$ cat src/mer_pkg.sv
package mer_pkg;

    // ------------------------------------------------------------
    // Area sizes and base addresses
    // ------------------------------------------------------------
    localparam int unsigned IN_WORDS = 4;           // Input words
    localparam int unsigned OUT_WORDS = 9;          // Output words
    localparam logic [15:0] IN_BASE = 16'h0000;     // First input word
    localparam logic [15:0] OUT_BASE = 16'h0400;    // Word 1024
    localparam logic [15:0] OUT_LAST = 16'h0408;    // Word 1032
    localparam logic [15:0] COIL_BASE = 16'h4000;   // Bit 16,384
    localparam logic [15:0] COIL_LAST = 16'h408F;   // Bit 16,527
    localparam logic [15:0] DIN_LAST = 16'h003F;    // Bit 63
    localparam logic [15:0] IN_LAST = 16'h0003;     // Word 3

    // ------------------------------------------------------------
    // Function codes
    // ------------------------------------------------------------
    localparam logic [7:0] FC_RD_COILS = 8'h01;     // Read coils
    localparam logic [7:0] FC_RD_DIN = 8'h02;       // Read discrete inputs
    localparam logic [7:0] FC_RD_HOLD = 8'h03;      // Read holding words
    localparam logic [7:0] FC_RD_INREG = 8'h04;     // Read input words
    localparam logic [7:0] FC_WR_COIL = 8'h05;      // Write single coil
    localparam logic [7:0] FC_WR_REG = 8'h06;       // Write single word
    localparam logic [7:0] FC_WR_COILS = 8'h0F;     // Write multiple coils
    localparam logic [7:0] FC_WR_REGS = 8'h10;      // Write multiple words
    localparam logic [7:0] FC_MASK_WR = 8'h16;      // Mask write
    localparam logic [7:0] FC_RD_WR = 8'h17;        // Read/write words

    // ------------------------------------------------------------
    // Exception codes
    // ------------------------------------------------------------
    localparam logic [7:0] EXC_NONE = 8'h00;        // Success
    localparam logic [7:0] EXC_FUNC = 8'h01;        // Illegal function
    localparam logic [7:0] EXC_ADDR = 8'h02;        // Illegal data address
    localparam logic [7:0] EXC_VALUE = 8'h03;       // Illegal data value

    // ------------------------------------------------------------
    // Output word reset values (power-up configuration)
    // ------------------------------------------------------------
    localparam logic [15:0] RST_CMD = 16'h0000;     // Command word
    localparam logic [15:0] RST_PRE_LO = 16'h0000;  // Preset low
    localparam logic [15:0] RST_PRE_HI = 16'h0000;  // Preset high
    localparam logic [15:0] RST_CFG = 16'h0000;     // Configuration word
    localparam logic [15:0] RST_CPT_LO = 16'h0000;  // Counts/turn low
    localparam logic [15:0] RST_CPT_HI = 16'h0001;  // Counts/turn high
    localparam logic [15:0] RST_VEL = 16'h1F04;     // Velocity format
    localparam logic [15:0] RST_TMR_LO = 16'h0000;  // Range low
    localparam logic [15:0] RST_TMR_HI = 16'h0000;  // Range high

    // ------------------------------------------------------------
    // Output word indices and field limits
    // ------------------------------------------------------------
    localparam logic [3:0] IDX_CMD = 4'h0;          // Command word
    localparam logic [3:0] IDX_CPT_LO = 4'h4;       // Counts/turn low
    localparam logic [3:0] IDX_CPT_HI = 4'h5;       // Counts/turn high
    localparam logic [3:0] IDX_VEL = 4'h6;          // Velocity format
    localparam logic [31:0] CPT_MIN = 32'h0000_0002; // Least counts/turn
    localparam logic [31:0] CPT_MAX = 32'h0001_0000; // Most counts/turn
    localparam logic [15:0] CMD_RSVD = 16'hFF00;    // Reserved command bits
    localparam logic [15:0] VEL_PPS = 16'h1F04;     // Pulses per second
    localparam logic [15:0] VEL_PPMS = 16'h1F05;    // Pulses per ms
    localparam logic [15:0] VEL_PPM = 16'h1F07;     // Pulses per minute
    localparam logic [15:0] VEL_RPM = 16'h1F0F;     // Revolutions per minute
    localparam logic [3:0] CMD_ARM = 4'h2;          // Command arm nibble
    localparam logic [3:0] CMD_FIRE = 4'hD;         // Command fire nibble

    // ------------------------------------------------------------
    // Carriers
    // ------------------------------------------------------------
    typedef struct packed {
        logic [7:0] func;   // Function code
        logic [15:0] addr;  // Word or bit address
        logic [15:0] wdata; // Write word, coil state or AND mask
        logic [15:0] omask; // OR mask for mask write
    } mer_req_t;

    typedef struct packed {
        logic [7:0] exc;    // Exception code, zero on success
        logic [15:0] rdata; // Read word or bit in bit 0
    } mer_rsp_t;

    typedef enum {
        ST_IDLE,
        ST_READ,
        ST_CHECK,
        ST_WRITE,
        ST_DONE
    } mer_state_t;

endpackage

$ cat src/mer_core.sv
module mer_core
    import mer_pkg::*;
(
    input wire logic clk, // System clock
    input wire logic rst, // Synchronous reset, active high
    input wire logic req_valid, // Request present
    output logic req_ready, // Request taken when high with valid
    input wire mer_req_t req, // Request fields
    input wire logic [63:0] in_words, // Four input words, word 0 low
    output logic rsp_valid, // Answer present, one cycle
    output mer_rsp_t rsp_ff, // Answer fields
    output logic [143:0] cfg_ff, // Output words, word 0 low
    output logic [31:0] cpt_ff, // Counts per turn, joined
    output logic preset_ff, // Preset command pulse
    output logic store_ff // Store command pulse
);

    // ------------------------------------------------------------
    // Decode helpers
    // ------------------------------------------------------------

    // Word address lies in the output area
    function automatic logic is_out(input logic [15:0] a);
        is_out = (a >= OUT_BASE) && (a <= OUT_LAST);
    endfunction

    // Word address lies in the input area
    function automatic logic is_in(input logic [15:0] a);
        is_in = (a <= IN_LAST);
    endfunction

    // Coil address lies in the output bit area
    function automatic logic is_coil(input logic [15:0] a);
        is_coil = (a >= COIL_BASE) && (a <= COIL_LAST);
    endfunction

    // Legal value check for one output word
    function automatic logic val_ok(input logic [3:0] idx,
                                    input logic [15:0] v,
                                    input logic [143:0] cur);
        logic [31:0] cpt;
        cpt = 32'h0000_0000;
        val_ok = 1'b1;
        if (idx == IDX_CMD) begin
            val_ok = (v & CMD_RSVD) == 16'h0000;
        end else if (idx == IDX_VEL) begin
            val_ok = (v == VEL_PPS) || (v == VEL_PPMS) ||
                     (v == VEL_PPM) || (v == VEL_RPM);
        end else if (idx == IDX_CPT_LO || idx == IDX_CPT_HI) begin
            // Pair is checked as one 32-bit value, low word first
            if (idx == IDX_CPT_LO) begin
                cpt = {cur[IDX_CPT_HI*16 +: 16], v};
            end else begin
                cpt = {v, cur[IDX_CPT_LO*16 +: 16]};
            end
            val_ok = (cpt >= CPT_MIN) && (cpt <= CPT_MAX);
        end
    endfunction

    // ------------------------------------------------------------
    // Request capture and sequencing
    // ------------------------------------------------------------
    mer_state_t state_ff; // Sequencer state
    mer_req_t req_ff; // Captured request
    logic [7:0] exc_ff; // Decided exception
    logic [3:0] widx_ff; // Target output word index
    logic [3:0] bit_ff; // Target bit within word
    logic rd_in_ff; // Read comes from the input area
    logic [1:0] in_idx_ff; // Input word index
    logic [15:0] mem_rdata; // Output word read data
    logic [15:0] new_word; // Word value to be written
    logic mem_we; // Output word write strobe
    logic [15:0] caddr; // Coil offset from base
    logic is_write; // Request modifies an output word

    assign req_ready = (state_ff == ST_IDLE);
    assign caddr = req.addr - COIL_BASE;

    // Sequencer: idle, fetch word, check, write, answer
    always_ff @(posedge clk) begin
        if (rst) begin
            state_ff <= ST_IDLE;
        end else begin
            unique case (state_ff)
                ST_IDLE: if (req_valid) state_ff <= ST_READ;
                ST_READ: state_ff <= ST_CHECK;
                ST_CHECK: state_ff <= ST_WRITE;
                ST_WRITE: state_ff <= ST_DONE;
                ST_DONE: state_ff <= ST_IDLE;
            endcase
        end
    end

    // Function and address decode on acceptance
    always_ff @(posedge clk) begin
        if (rst) begin
            req_ff <= '0;
            exc_ff <= EXC_NONE;
            widx_ff <= 4'h0;
            bit_ff <= 4'h0;
            rd_in_ff <= 1'b0;
            in_idx_ff <= 2'h0;
        end else if (req_valid && req_ready) begin
            req_ff <= req;
            rd_in_ff <= 1'b0;
            in_idx_ff <= req.addr[1:0];
            widx_ff <= 4'(req.addr - OUT_BASE);
            bit_ff <= 4'h0;
            exc_ff <= EXC_ADDR;
            unique case (req.func)
                FC_RD_COILS, FC_WR_COIL, FC_WR_COILS: begin
                    // Bit n of word k sits at base + 16k + n
                    widx_ff <= caddr[7:4];
                    bit_ff <= caddr[3:0];
                    if (is_coil(req.addr)) exc_ff <= EXC_NONE;
                end
                FC_RD_DIN: begin
                    rd_in_ff <= 1'b1;
                    in_idx_ff <= req.addr[5:4];
                    bit_ff <= req.addr[3:0];
                    if (req.addr <= DIN_LAST) begin
                        exc_ff <= EXC_NONE;
                    end
                end
                FC_RD_INREG: begin
                    rd_in_ff <= 1'b1;
                    if (is_in(req.addr)) exc_ff <= EXC_NONE;
                end
                FC_RD_HOLD, FC_RD_WR: begin
                    // Reads reach both areas
                    rd_in_ff <= is_in(req.addr);
                    if (is_in(req.addr) || is_out(req.addr)) begin
                        exc_ff <= EXC_NONE;
                    end
                end
                FC_WR_REG, FC_WR_REGS, FC_MASK_WR: begin
                    // Input area never writable
                    if (is_out(req.addr)) begin
                        exc_ff <= EXC_NONE;
                    end
                end
                default: exc_ff <= EXC_FUNC;
            endcase
        end else if (state_ff == ST_CHECK && exc_ff == EXC_NONE &&
                     is_write && !val_ok(widx_ff, new_word, cfg_ff)) begin
            exc_ff <= EXC_VALUE;
        end
    end

    // ------------------------------------------------------------
    // Write path
    // ------------------------------------------------------------
    assign is_write = (req_ff.func == FC_WR_COIL) ||
                      (req_ff.func == FC_WR_COILS) ||
                      (req_ff.func == FC_WR_REG) ||
                      (req_ff.func == FC_WR_REGS) ||
                      (req_ff.func == FC_MASK_WR);

    // New word value from write kind
    always_comb begin
        new_word = mem_rdata;
        unique case (req_ff.func)
            FC_WR_COIL, FC_WR_COILS: new_word[bit_ff] = req_ff.wdata[0];
            FC_MASK_WR: new_word = (mem_rdata & req_ff.wdata) |
                                   (req_ff.omask & ~req_ff.wdata);
            default: new_word = req_ff.wdata;
        endcase
    end

    // Accepted data applied at once; rejected data leaves words alone
    assign mem_we = (state_ff == ST_WRITE) && is_write &&
                    (exc_ff == EXC_NONE);

    mer_word_mem #(
        .DEPTH(OUT_WORDS)
    ) u_mem (
        .clk(clk),
        .rst(rst),
        .raddr(widx_ff),
        .rdata_ff(mem_rdata),
        .we(mem_we),
        .waddr(widx_ff),
        .wdata(new_word)
    );

    // Shadow of output words for the user side
    always_ff @(posedge clk) begin
        if (rst) begin
            cfg_ff <= {RST_TMR_HI, RST_TMR_LO, RST_VEL, RST_CPT_HI,
                       RST_CPT_LO, RST_CFG, RST_PRE_HI, RST_PRE_LO,
                       RST_CMD};
        end else if (mem_we) begin
            cfg_ff[widx_ff*16 +: 16] <= new_word;
        end
    end

    // Counts per turn joined from its low and high words
    always_ff @(posedge clk) begin
        if (rst) begin
            cpt_ff <= {RST_CPT_HI, RST_CPT_LO};
        end else begin
            cpt_ff <= {cfg_ff[IDX_CPT_HI*16 +: 16],
                       cfg_ff[IDX_CPT_LO*16 +: 16]};
        end
    end

    // Command nibbles fire on a 0x2 to 0xD transition
    always_ff @(posedge clk) begin
        if (rst) begin
            preset_ff <= 1'b0;
            store_ff <= 1'b0;
        end else begin
            preset_ff <= mem_we && widx_ff == IDX_CMD &&
                         mem_rdata[3:0] == CMD_ARM &&
                         new_word[3:0] == CMD_FIRE;
            store_ff <= mem_we && widx_ff == IDX_CMD &&
                        mem_rdata[7:4] == CMD_ARM &&
                        new_word[7:4] == CMD_FIRE;
        end
    end

    // ------------------------------------------------------------
    // Answer
    // ------------------------------------------------------------
    logic [15:0] in_word; // Selected input word

    assign in_word = in_words[in_idx_ff*16 +: 16];

    always_ff @(posedge clk) begin
        if (rst) begin
            rsp_ff <= '0;
        end else if (state_ff == ST_WRITE) begin
            rsp_ff.exc <= exc_ff;
            if (exc_ff != EXC_NONE) begin
                rsp_ff.rdata <= 16'h0000;
            end else if (req_ff.func == FC_RD_DIN) begin
                rsp_ff.rdata <= {15'h0000, in_word[bit_ff]};
            end else if (req_ff.func == FC_RD_COILS) begin
                rsp_ff.rdata <= {15'h0000, mem_rdata[bit_ff]};
            end else if (rd_in_ff) begin
                rsp_ff.rdata <= in_word;
            end else begin
                rsp_ff.rdata <= is_write ? new_word : mem_rdata;
            end
        end
    end

    assign rsp_valid = (state_ff == ST_DONE);
endmodule

$ cat src/mer_word_mem.sv
module mer_word_mem
    import mer_pkg::*;
#(
    parameter int unsigned DEPTH = OUT_WORDS // Number of words
) (
    input wire logic clk, // System clock
    input wire logic rst, // Synchronous reset, loads configuration
    input wire logic [3:0] raddr, // Read index
    output logic [15:0] rdata_ff, // Registered read data
    input wire logic we, // Write strobe
    input wire logic [3:0] waddr, // Write index
    input wire logic [15:0] wdata // Write data
);

    // ------------------------------------------------------------
    // Storage, loaded with the power-up configuration on reset
    // ------------------------------------------------------------
    logic [15:0] mem_ff [DEPTH]; // Output words

    // Reset value of each word
    function automatic logic [15:0] rst_word(input int unsigned i);
        unique case (i)
            0: rst_word = RST_CMD;
            1: rst_word = RST_PRE_LO;
            2: rst_word = RST_PRE_HI;
            3: rst_word = RST_CFG;
            4: rst_word = RST_CPT_LO;
            5: rst_word = RST_CPT_HI;
            6: rst_word = RST_VEL;
            7: rst_word = RST_TMR_LO;
            default: rst_word = RST_TMR_HI;
        endcase
    endfunction

    // Write port
    always_ff @(posedge clk) begin
        for (int i = 0; i < DEPTH; i++) begin
            if (rst) begin
                mem_ff[i] <= rst_word(i);
            end else if (we && waddr == 4'(i)) begin
                mem_ff[i] <= wdata;
            end
        end
    end

    // Registered read port
    always_ff @(posedge clk) begin
        if (rst) begin
            rdata_ff <= 16'h0000;
        end else if (raddr < 4'(DEPTH)) begin
            rdata_ff <= mem_ff[raddr];
        end else begin
            rdata_ff <= 16'h0000;
        end
    end

endmodule

$ cat config.mk
export PLATFORM = sky130hd
export DESIGN_NAME = mer_core
export DESIGN_NICKNAME = d
export VERILOG_FILES = /design/src/mer_pkg.sv /design/src/mer_core.sv /design/src/mer_word_mem.sv
export SDC_FILE = /design/constraint.sdc
export NUM_CORES = 1
export LEC_CHECK = 0
export ABC_AREA = 1
export BUFFER_PORTS_ARGS = -buffer_cell sky130_fd_sc_hd__buf_2
export CORE_MARGIN = 5
export CORE_UTILIZATION = 56
export CTS_CLUSTER_SIZE = 24
export DETAILED_ROUTE_END_ITERATION = 8
export PLACE_DENSITY = 0.8
export SETUP_SLACK_MARGIN = 0.2
export SKIP_CTS_REPAIR_TIMING = 1
export SYNTH_ARGS = -nofsm -noshare
export SYNTH_HDL_FRONTEND = slang
export SYNTH_SLANG_ARGS = --single-unit
$ cat constraint.sdc
create_clock -name clk -period 3.9 [get_ports clk]
set_input_delay 0.39 -clock clk [delete_from_list [all_inputs] [get_ports clk]]
set_output_delay 0.39 -clock clk [all_outputs]
set_load 0.02 [all_outputs]
After elaboration in Yosys (flattened, before gate mapping)
Memories as Yosys holds them, arrays and structs flattened. A register that Yosys moved wholly into a read port is not among the register bits.
Cells that the tools add are included.

word-level totals
  bits of input ports = 123
  logic and storage cells = 214
  memory bits (writable) = 144
  bits in registers = 293
  memories kept = 1
  bits in read-only memories = 0
  latch bits = 0

memories
  name          depth  bits a word  read ports  clocked after Yosys merged registers in  write ports  line                source
  u_mem.mem_ff  9      16           1           1                                        9            mer_word_mem.sv:18  logic [15:0] mem_ff [DEPTH];

operators by class
  bitwise operators = 14
  add/sub/neg operators = 3
  equal/unequal tests = 41
  shift-type cells = 3
  $lt $le $gt $ge = 11
  reduce and logical (&&, ||, !) cells = 46
  div/mod/pow operators = 0
  multiply operators = 0
  muxes and demuxes = 80

operator list
  operator                                                                               count
  16-bit 2-to-1 mux                                                                      17
  32-bit 2-to-1 mux                                                                      7
  32-bit one-hot mux with 5 select lines                                                 1
  144-bit bitwise mux                                                                    1
  16-bit by 34-bit variable shift with 144-bit output (first input constant)             1
  16-bit by 34-bit indexed part select with 144-bit output                               1
  32-bit by 3-bit == test with 1-bit output (second input constant)                      3
  16-bit by 13-bit == test with 1-bit output (second input constant)                     4
  32-bit by 2-bit == test with 1-bit output (second input constant)                      2
  32-bit logical NOT                                                                     2
  64-bit by 7-bit indexed part select with 16-bit output                                 1
  8-bit by 3-bit == test with 1-bit output (second input constant)                       5
  8-bit by 5-bit == test with 1-bit output (second input constant)                       5
  8-bit one-hot mux with 5 select lines                                                  1
  1-bit 2-to-1 mux                                                                       37
  8-bit negator with 34-bit output                                                       1
  16-bit AND                                                                             2
  32-bit by 1-bit == test with 1-bit output (second input constant)                      1
  32-bit by 4-bit == test with 1-bit output (second input constant)                      1
  32-bit by 2-bit greater-or-equal comparator with 1-bit output (second input constant)  1
  32-bit by 17-bit <= comparator with 1-bit output (second input constant)               1
  16-bit one-hot mux with 2 select lines                                                 1
  8-bit by 2-bit == test with 1-bit output (second input constant)                       3
  1-bit logical AND                                                                      23
  39 further kinds                                                                       76

Depth between registers and ports, before layout
  word-level depth = 23
  gate-level depth with buffers = 25
  depth with buffers taken out = 24

Cells and area by module
Synthesis repeated with hierarchy kept, for this count alone.

unflattened totals
  cell total of the unflattened synthesis = 2,348
  area total of the unflattened synthesis = 18,843.1 µm²

modules (own cells, without submodules)
  module        area each (µm²)  instances  cells each
  mer_core      11,821.3         1          1,641
  mer_word_mem  7,021.7          1          707

Worst setup path before layout
Ideal clock, no wire load.

  path type = register -> register
  start point = reg widx_ff[0]
  end point = mem u_mem.mem_ff[4][0], enable pin
  arrival = 3,104 ps
  setup slack = 385 ps
  buffers on the path = 4
  stages on the path, launching flop included = 11
  cell sequence = dfxtp_1 > clkbuf_1 > inv_1 > clkbuf_1 > clkbuf_1 > ha_1 > inv_1 > nor2_4 > inv_1 > clkbuf_1 > o21ai_0

RTL lines
  item                    line                source
  from (decl)             mer_core.sv:66      logic [3:0] widx_ff;
  from (signal assigned)  mer_core.sv:107     widx_ff <= 4'(req.addr - OUT_BASE);
  from (signal assigned)  mer_core.sv:113     widx_ff <= caddr[7:4];
  to (decl)               mer_word_mem.sv:18

Worst setup path in the final report
  start point = reg req_ff[52] in the netlist's numbering
  end point = reg exc_ff[1]

between the ends
  longest elaborated chain between the ends = 19

ends and longest elaborated chain
  item                                                                                                         line                                               source
  from (decl)                                                                                                  mer_core.sv:64                                     mer_req_t req_ff;
  from (signal assigned)                                                                                       mer_core.sv:104                                    req_ff <= req;
  8-bit by 3-bit == test with 1-bit output / 8-bit by 4-bit == test with 1-bit output (equally long branches)  mer_core.sv:153, mer_core.sv:162, mer_core.sv:154
  2-bit OR reduction                                                                                           mer_core.sv:162                                    unique case (req_ff.func)
  16-bit one-hot mux with 2 select lines                                                                       mer_core.sv:162
  32-bit 2-to-1 mux                                                                                            mer_core.sv:51                                     if (idx == IDX_CPT_LO) begin
  32-bit 2-to-1 mux                                                                                            mer_core.sv:49                                     end else if (idx == IDX_CPT_LO || idx == IDX_CPT_HI) begin
  32-bit 2-to-1 mux                                                                                            mer_core.sv:46                                     end else if (idx == IDX_VEL) begin
  32-bit 2-to-1 mux                                                                                            mer_core.sv:44                                     if (idx == IDX_CMD) begin
  32-bit 2-to-1 mux                                                                                            mer_core.sv:103                                    end else if (req_valid && req_ready) begin
  (+3 left out)                                                                                                --
  1-bit 2-to-1 mux                                                                                             mer_core.sv:49
  1-bit 2-to-1 mux                                                                                             mer_core.sv:46
  1-bit 2-to-1 mux                                                                                             mer_core.sv:44
  1-bit 2-to-1 mux                                                                                             mer_core.sv:103
  1-bit 2-to-1 mux                                                                                             mer_core.sv:96                                     if (rst) begin
  1-bit logical NOT                                                                                            mer_core.sv:145                                    is_write && !val_ok(widx_ff, new_word, cfg_ff)) begin
  1-bit logical AND *                                                                                          mer_core.sv:145
  2-bit nonzero test (no source line) *                                                                        --
  to (signal assigned)                                                                                         mer_core.sv:98                                     exc_ff <= EXC_NONE;
  to (signal assigned)                                                                                         mer_core.sv:142                                    default: exc_ff <= EXC_FUNC;
  to (signal assigned)                                                                                         mer_core.sv:146                                    exc_ff <= EXC_VALUE;
  to (decl)                                                                                                    mer_core.sv:65                                     logic [7:0] exc_ff;

Every way passes the cells marked *; elsewhere a longest branch is shown, timed or not. The select of a mux whose other input is x is not followed.
A chain may end at the register's enable or synchronous reset.

==> summary.md <==
| Metric | Value |
|---|---|
| Sequential Power Share | 45.7% |
| RSZ-0062 raised after global routing | false |
| Path depth of the worst reg2reg path | 22 |
| Post-synthesis cell area | 18400 µm² |
| Post-layout min period | about 3.2 ns |
| Fin Setup TNS | 0 ns |
| Area leader, netlist | dfxtp_1 |
| Cell mode on critical path | nand2_1 |
| Cell area after layout | about 22000 µm² |
| Drt drc | 0 |
| Core Util, Final | 66.5% |
| Largest net degree at the start of global routing | 116 |
| Sw power | ~3.0 mW |
| Detailed-route via count | around 18000 |
| Wire per inst | ~22 µm |
| Placer congestion estimate | 1.01 |
| Clock share of power | between 30% and 40% |
| Die area | roughly 37000 µm² |
| Crit path cell chain | inv_1 -> nand2_1 -> nor2_2 -> nand3_1 -> nand2_1 -> nand3_1 -> nand2_1 -> nand2_1 -> inv_1 -> nand2_1 -> nand2_1 -> inv_1 -> nor2_1 -> nand3_1 -> nand3_1 -> nand2_1 -> nand2_1 -> nand2_1 -> nand2_1 -> nand3_1 -> nand2_1 -> inv_1 |
| Wire length on met3 | a little under 7 mm |
| Final setup viols | 0 |
| CORE AREA | 32500 µm² |
| Synth Flop Type | dfxtp_1 |
| Worst EP arrival | roughly 3.7 ns |
| Post-synth EDFFs | between 100 and 150 |
| Final-layout fill cell count | about 2700 |
| Leak pwr | about 9.3 nW |
| Period utilization | roughly 83% |
| Switching share of power | between 20% and 30% |
| Die W | 191 µm |
| Maximum capacitance violations | 0 |
| Worst skew pair latency | roughly 0.56 ns |
| CTS HTree Levels | 2 |
| Final nets | 2660 |
| Cells after synthesis | 2279 |
| Clock skew | 0.0184 ns |
| CTS max path bufs | 3 |
| Antenna Nets Post-Route | 0 |
| Sequential share of the synthesized area | between 50% and 60% |
| Asr flop ratio synth | 0% |
| HP Start | req[24] |
| Worst vdd ir | roughly 0.34 mV |
| Comb power frac | between 10% and 20% |
| Starting Density | between 50% and 60% |
| CP Max Fanout | 13 |
| GRT overflow | 0 |
| Post-synth top area share | 29.1% |
| Crit path max-delay cell type | nand3_1 |
| Ports | about 330 |
| Reg-to-reg startpoint | req_ff[52] |
| Clock sinks | slightly above 400 |
| Buffers on Ports | 320 |
| R2r endpoint | exc_ff[1] |
| Placed instance area | 20300 µm² |
| Met2 Routed Length | 30.3 mm |
| Worst path bufs/invs | 4 |
| Die height | between 150 and 200 µm |
| Worst-path clk slew | about 0.06 ns |
| TritonCTS clock tree | yes |
| First-pass iteration count of the detailed router | 6 |
| Critical path type | flip-flop to flip-flop |
| Clock Tree Root | clkbuf_16 |
| Internal power | about 7.4 mW |
| Post-Syn Area per Cell | 8.09 µm² |
| Pwr/cell area | around 480 nW/µm² |
| Critical Path Max Stage Delay | 0.47 ns |
| HPWL Detailed | about 46 mm |
| Total track usage | 34.4% |
| Measured slew at the worst slew-check pin | ~0.96 ns |
| Status | completed |
| Routed vias/inst | about 6.0 |
| Worst R2R Setup Slack | between 0.6 and 0.7 ns |
| Initial antenna violation count | 0 |
| Layout area overhead | 17.4% |
| FMAX | a little over 300 MHz |
| Count of cell types in the netlist | 48 |
| Setup crit start kind | flip-flop |
| Post-route insts no fill | ~3000 |
| Post-synthesis register bit count | between 400 and 500 |
| Routed WL | roughly 65 mm |
| ANT cells | 0 |
| Total CTS buffers | between 40 and 50 |
| CP top delay family | simple AND/OR/NAND/NOR gates |
| Max Used Layer | met4 |
| Hold Vio Cnt, Final | 0 |
| Iter 0 DRT Violations | around 2400 |
| Worst rel slew slack | 36.0% |
| Share of layout cells above drive strength 1 | between 10% and 20% |
| Hold Crit Class | primary input to flip-flop |
| Hold path endpoint | req_ff[24] |
| Inst Count DP | 2930 |
| M1 wire length | ~25 mm |
| First-pass GRT wire length | 97.7 mm |
| CP endpoint kind | flip-flop |
| Vias in the first global route | approximately 17000 |
| Synth Warn # | 0 |
| Critical Path RT | 4.36 ns |
| WHS Path Cells | 3 |
| Count of pins over their slew limit | 0 |
| Placement row count | 66 |
| Critical Path Source | req_ff[52] |
| Area contributors post-synth | dfxtp_1 29%, edfxtp_1 23%, o21ai_0 7.2% |
[cells in the mapped netlist, drive strengths merged (2+ instances only)]
cell / n
a2111oi: 2
a211oi: 7
a21oi: 229
a22oi: 14
a32o: 5
a41oi: 2
buf: 48
clkbuf: 109
clkinv: 4
dfxtp: 268
edfxtp: 144
ha: 5
inv: 185
nand2: 333
nand3: 107
nand4: 22
nor2: 362
nor3: 23
nor4: 12
o211ai: 26
o21a: 31
o21ai: 270
o221ai: 4
o22ai: 53
o31ai: 4
[logic make-up (layout without fill, tap and decap cells)]
group,Yosys count,after routing,share of synthesized area [%]
DFF,412,412,52.6
adders and majority gates,5,5,0.339
AOI/OAI and AO/OA,652,652,19.6
and+or+nand+nor,863,863,19.9
buffers and inverters,346,627,7.57
other,1,6,0.0203
[metrics by stage]
stage          hold WS (ns)  worst slack, ns  total power [mW]
2_1_floorplan         0.424            0.385              5.77
3_3_place_gp          0.446            0.787              6.32
3_5_place_dp          0.448            0.761              6.34
4_1_cts              0.0731            0.740              10.3
5_1_grt              0.0817            0.353              10.7
6_report             0.0854            0.671              10.3
[power groups by stage]
stage	Sequential [mW]	Combinational, mW	Clock (mW)
floorplan	4.74	1.03	0
global placement	4.81	1.51	0
detailed placement	4.81	1.53	0
CTS	4.72	1.54	4.06
global route	4.73	1.72	4.26
finish	4.73	1.58	4.04
[worst max-delay path by stage]
stage | cells past startpoint | end | slack (ns)
after CTS | 22 | exc_ff[1] | 0.74
final | 22 | exc_ff[1] | 0.67
after global routing | 22 | exc_ff[1] | 0.35
after detailed placement | 22 | exc_ff[1] | 0.76
after global placement | 22 | exc_ff[1] | 0.79
after floorplan | 10 | u_mem.mem_ff[4][0] | 0.38
[metal layers]
layer,up-vias,global-route usage (%)
met5,-,0
met4,0,14.6
met3,169,5.83
met2,1159,55.5
met1,8380,46.0
li1,8225,-
[sequential cells by signal, indices dropped and copies added, names as in the netlist]
| name | flops |
|---|---|
| rd_in_ff | 1 |
| cpt_ff | 32 |
| preset_ff | 1 |
| cfg_ff | 144 |
| state_ff | 3 |
| rsp_ff | 18 |
| u_mem.mem_ff | 144 |
| widx_ff | 4 |
| in_idx_ff | 2 |
| u_mem.rdata_ff | 16 |
| req_ff | 40 |
| store_ff | 1 |
| bit_ff | 4 |
| exc_ff | 2 |
[cell usage in the layout, fill, tap and decap left out, types with 2 or more instances in the layout]
| master | count |
|---|---|
| nor2_1 | 342 |
| nand2_1 | 323 |
| buf_2 | 319 |
| dfxtp_1 | 267 |
| o21ai_0 | 264 |
| a21oi_1 | 229 |
| inv_1 | 172 |
| edfxtp_1 | 144 |
| nand3_1 | 98 |
| o22ai_1 | 53 |
| clkbuf_16 | 43 |
| buf_4 | 42 |
| o21a_1 | 31 |
| o211ai_1 | 26 |
| nand4_1 | 21 |
| nor3_1 | 21 |
| nor2_2 | 14 |
| a22oi_1 | 14 |
| inv_2 | 12 |
| nor4_1 | 12 |
| clkbuf_8 | 12 |
| nand3_2 | 9 |
| nand2_2 | 8 |
| clkbuf_1 | 8 |
| a211oi_1 | 7 |
| nor2_4 | 6 |
| o21ai_1 | 6 |
| conb_1 | 6 |
| clkinv_2 | 6 |
| clkinv_1 | 5 |
| a32o_1 | 5 |
| ha_1 | 5 |
| o221ai_1 | 4 |
| o31ai_2 | 3 |
| nand2_4 | 2 |
| nor3_2 | 2 |
| inv_4 | 2 |
| a2111oi_0 | 2 |
| a41oi_1 | 2 |
| inv_6 | 2 |
[worst min-delay path, stage by stage]
cell and delay (ns):
buf_2 0.09, nand2_1 0.05, a21oi_1 0.06
[final cells by class]
class | count | area [µm²] | area share [%]
multi-input combinational | 1526 | 7390 | 34.1
clock buffer | 64 | 1280 | 5.91
timing repair buffer | 361 | 1910 | 8.83
sequential | 412 | 9690 | 44.8
inverter | 189 | 712 | 3.29
tap | 442 | 553 | 2.55
clock inverter | 13 | 115 | 0.532
No activity file was read; power rests on OpenSTA's default activity.
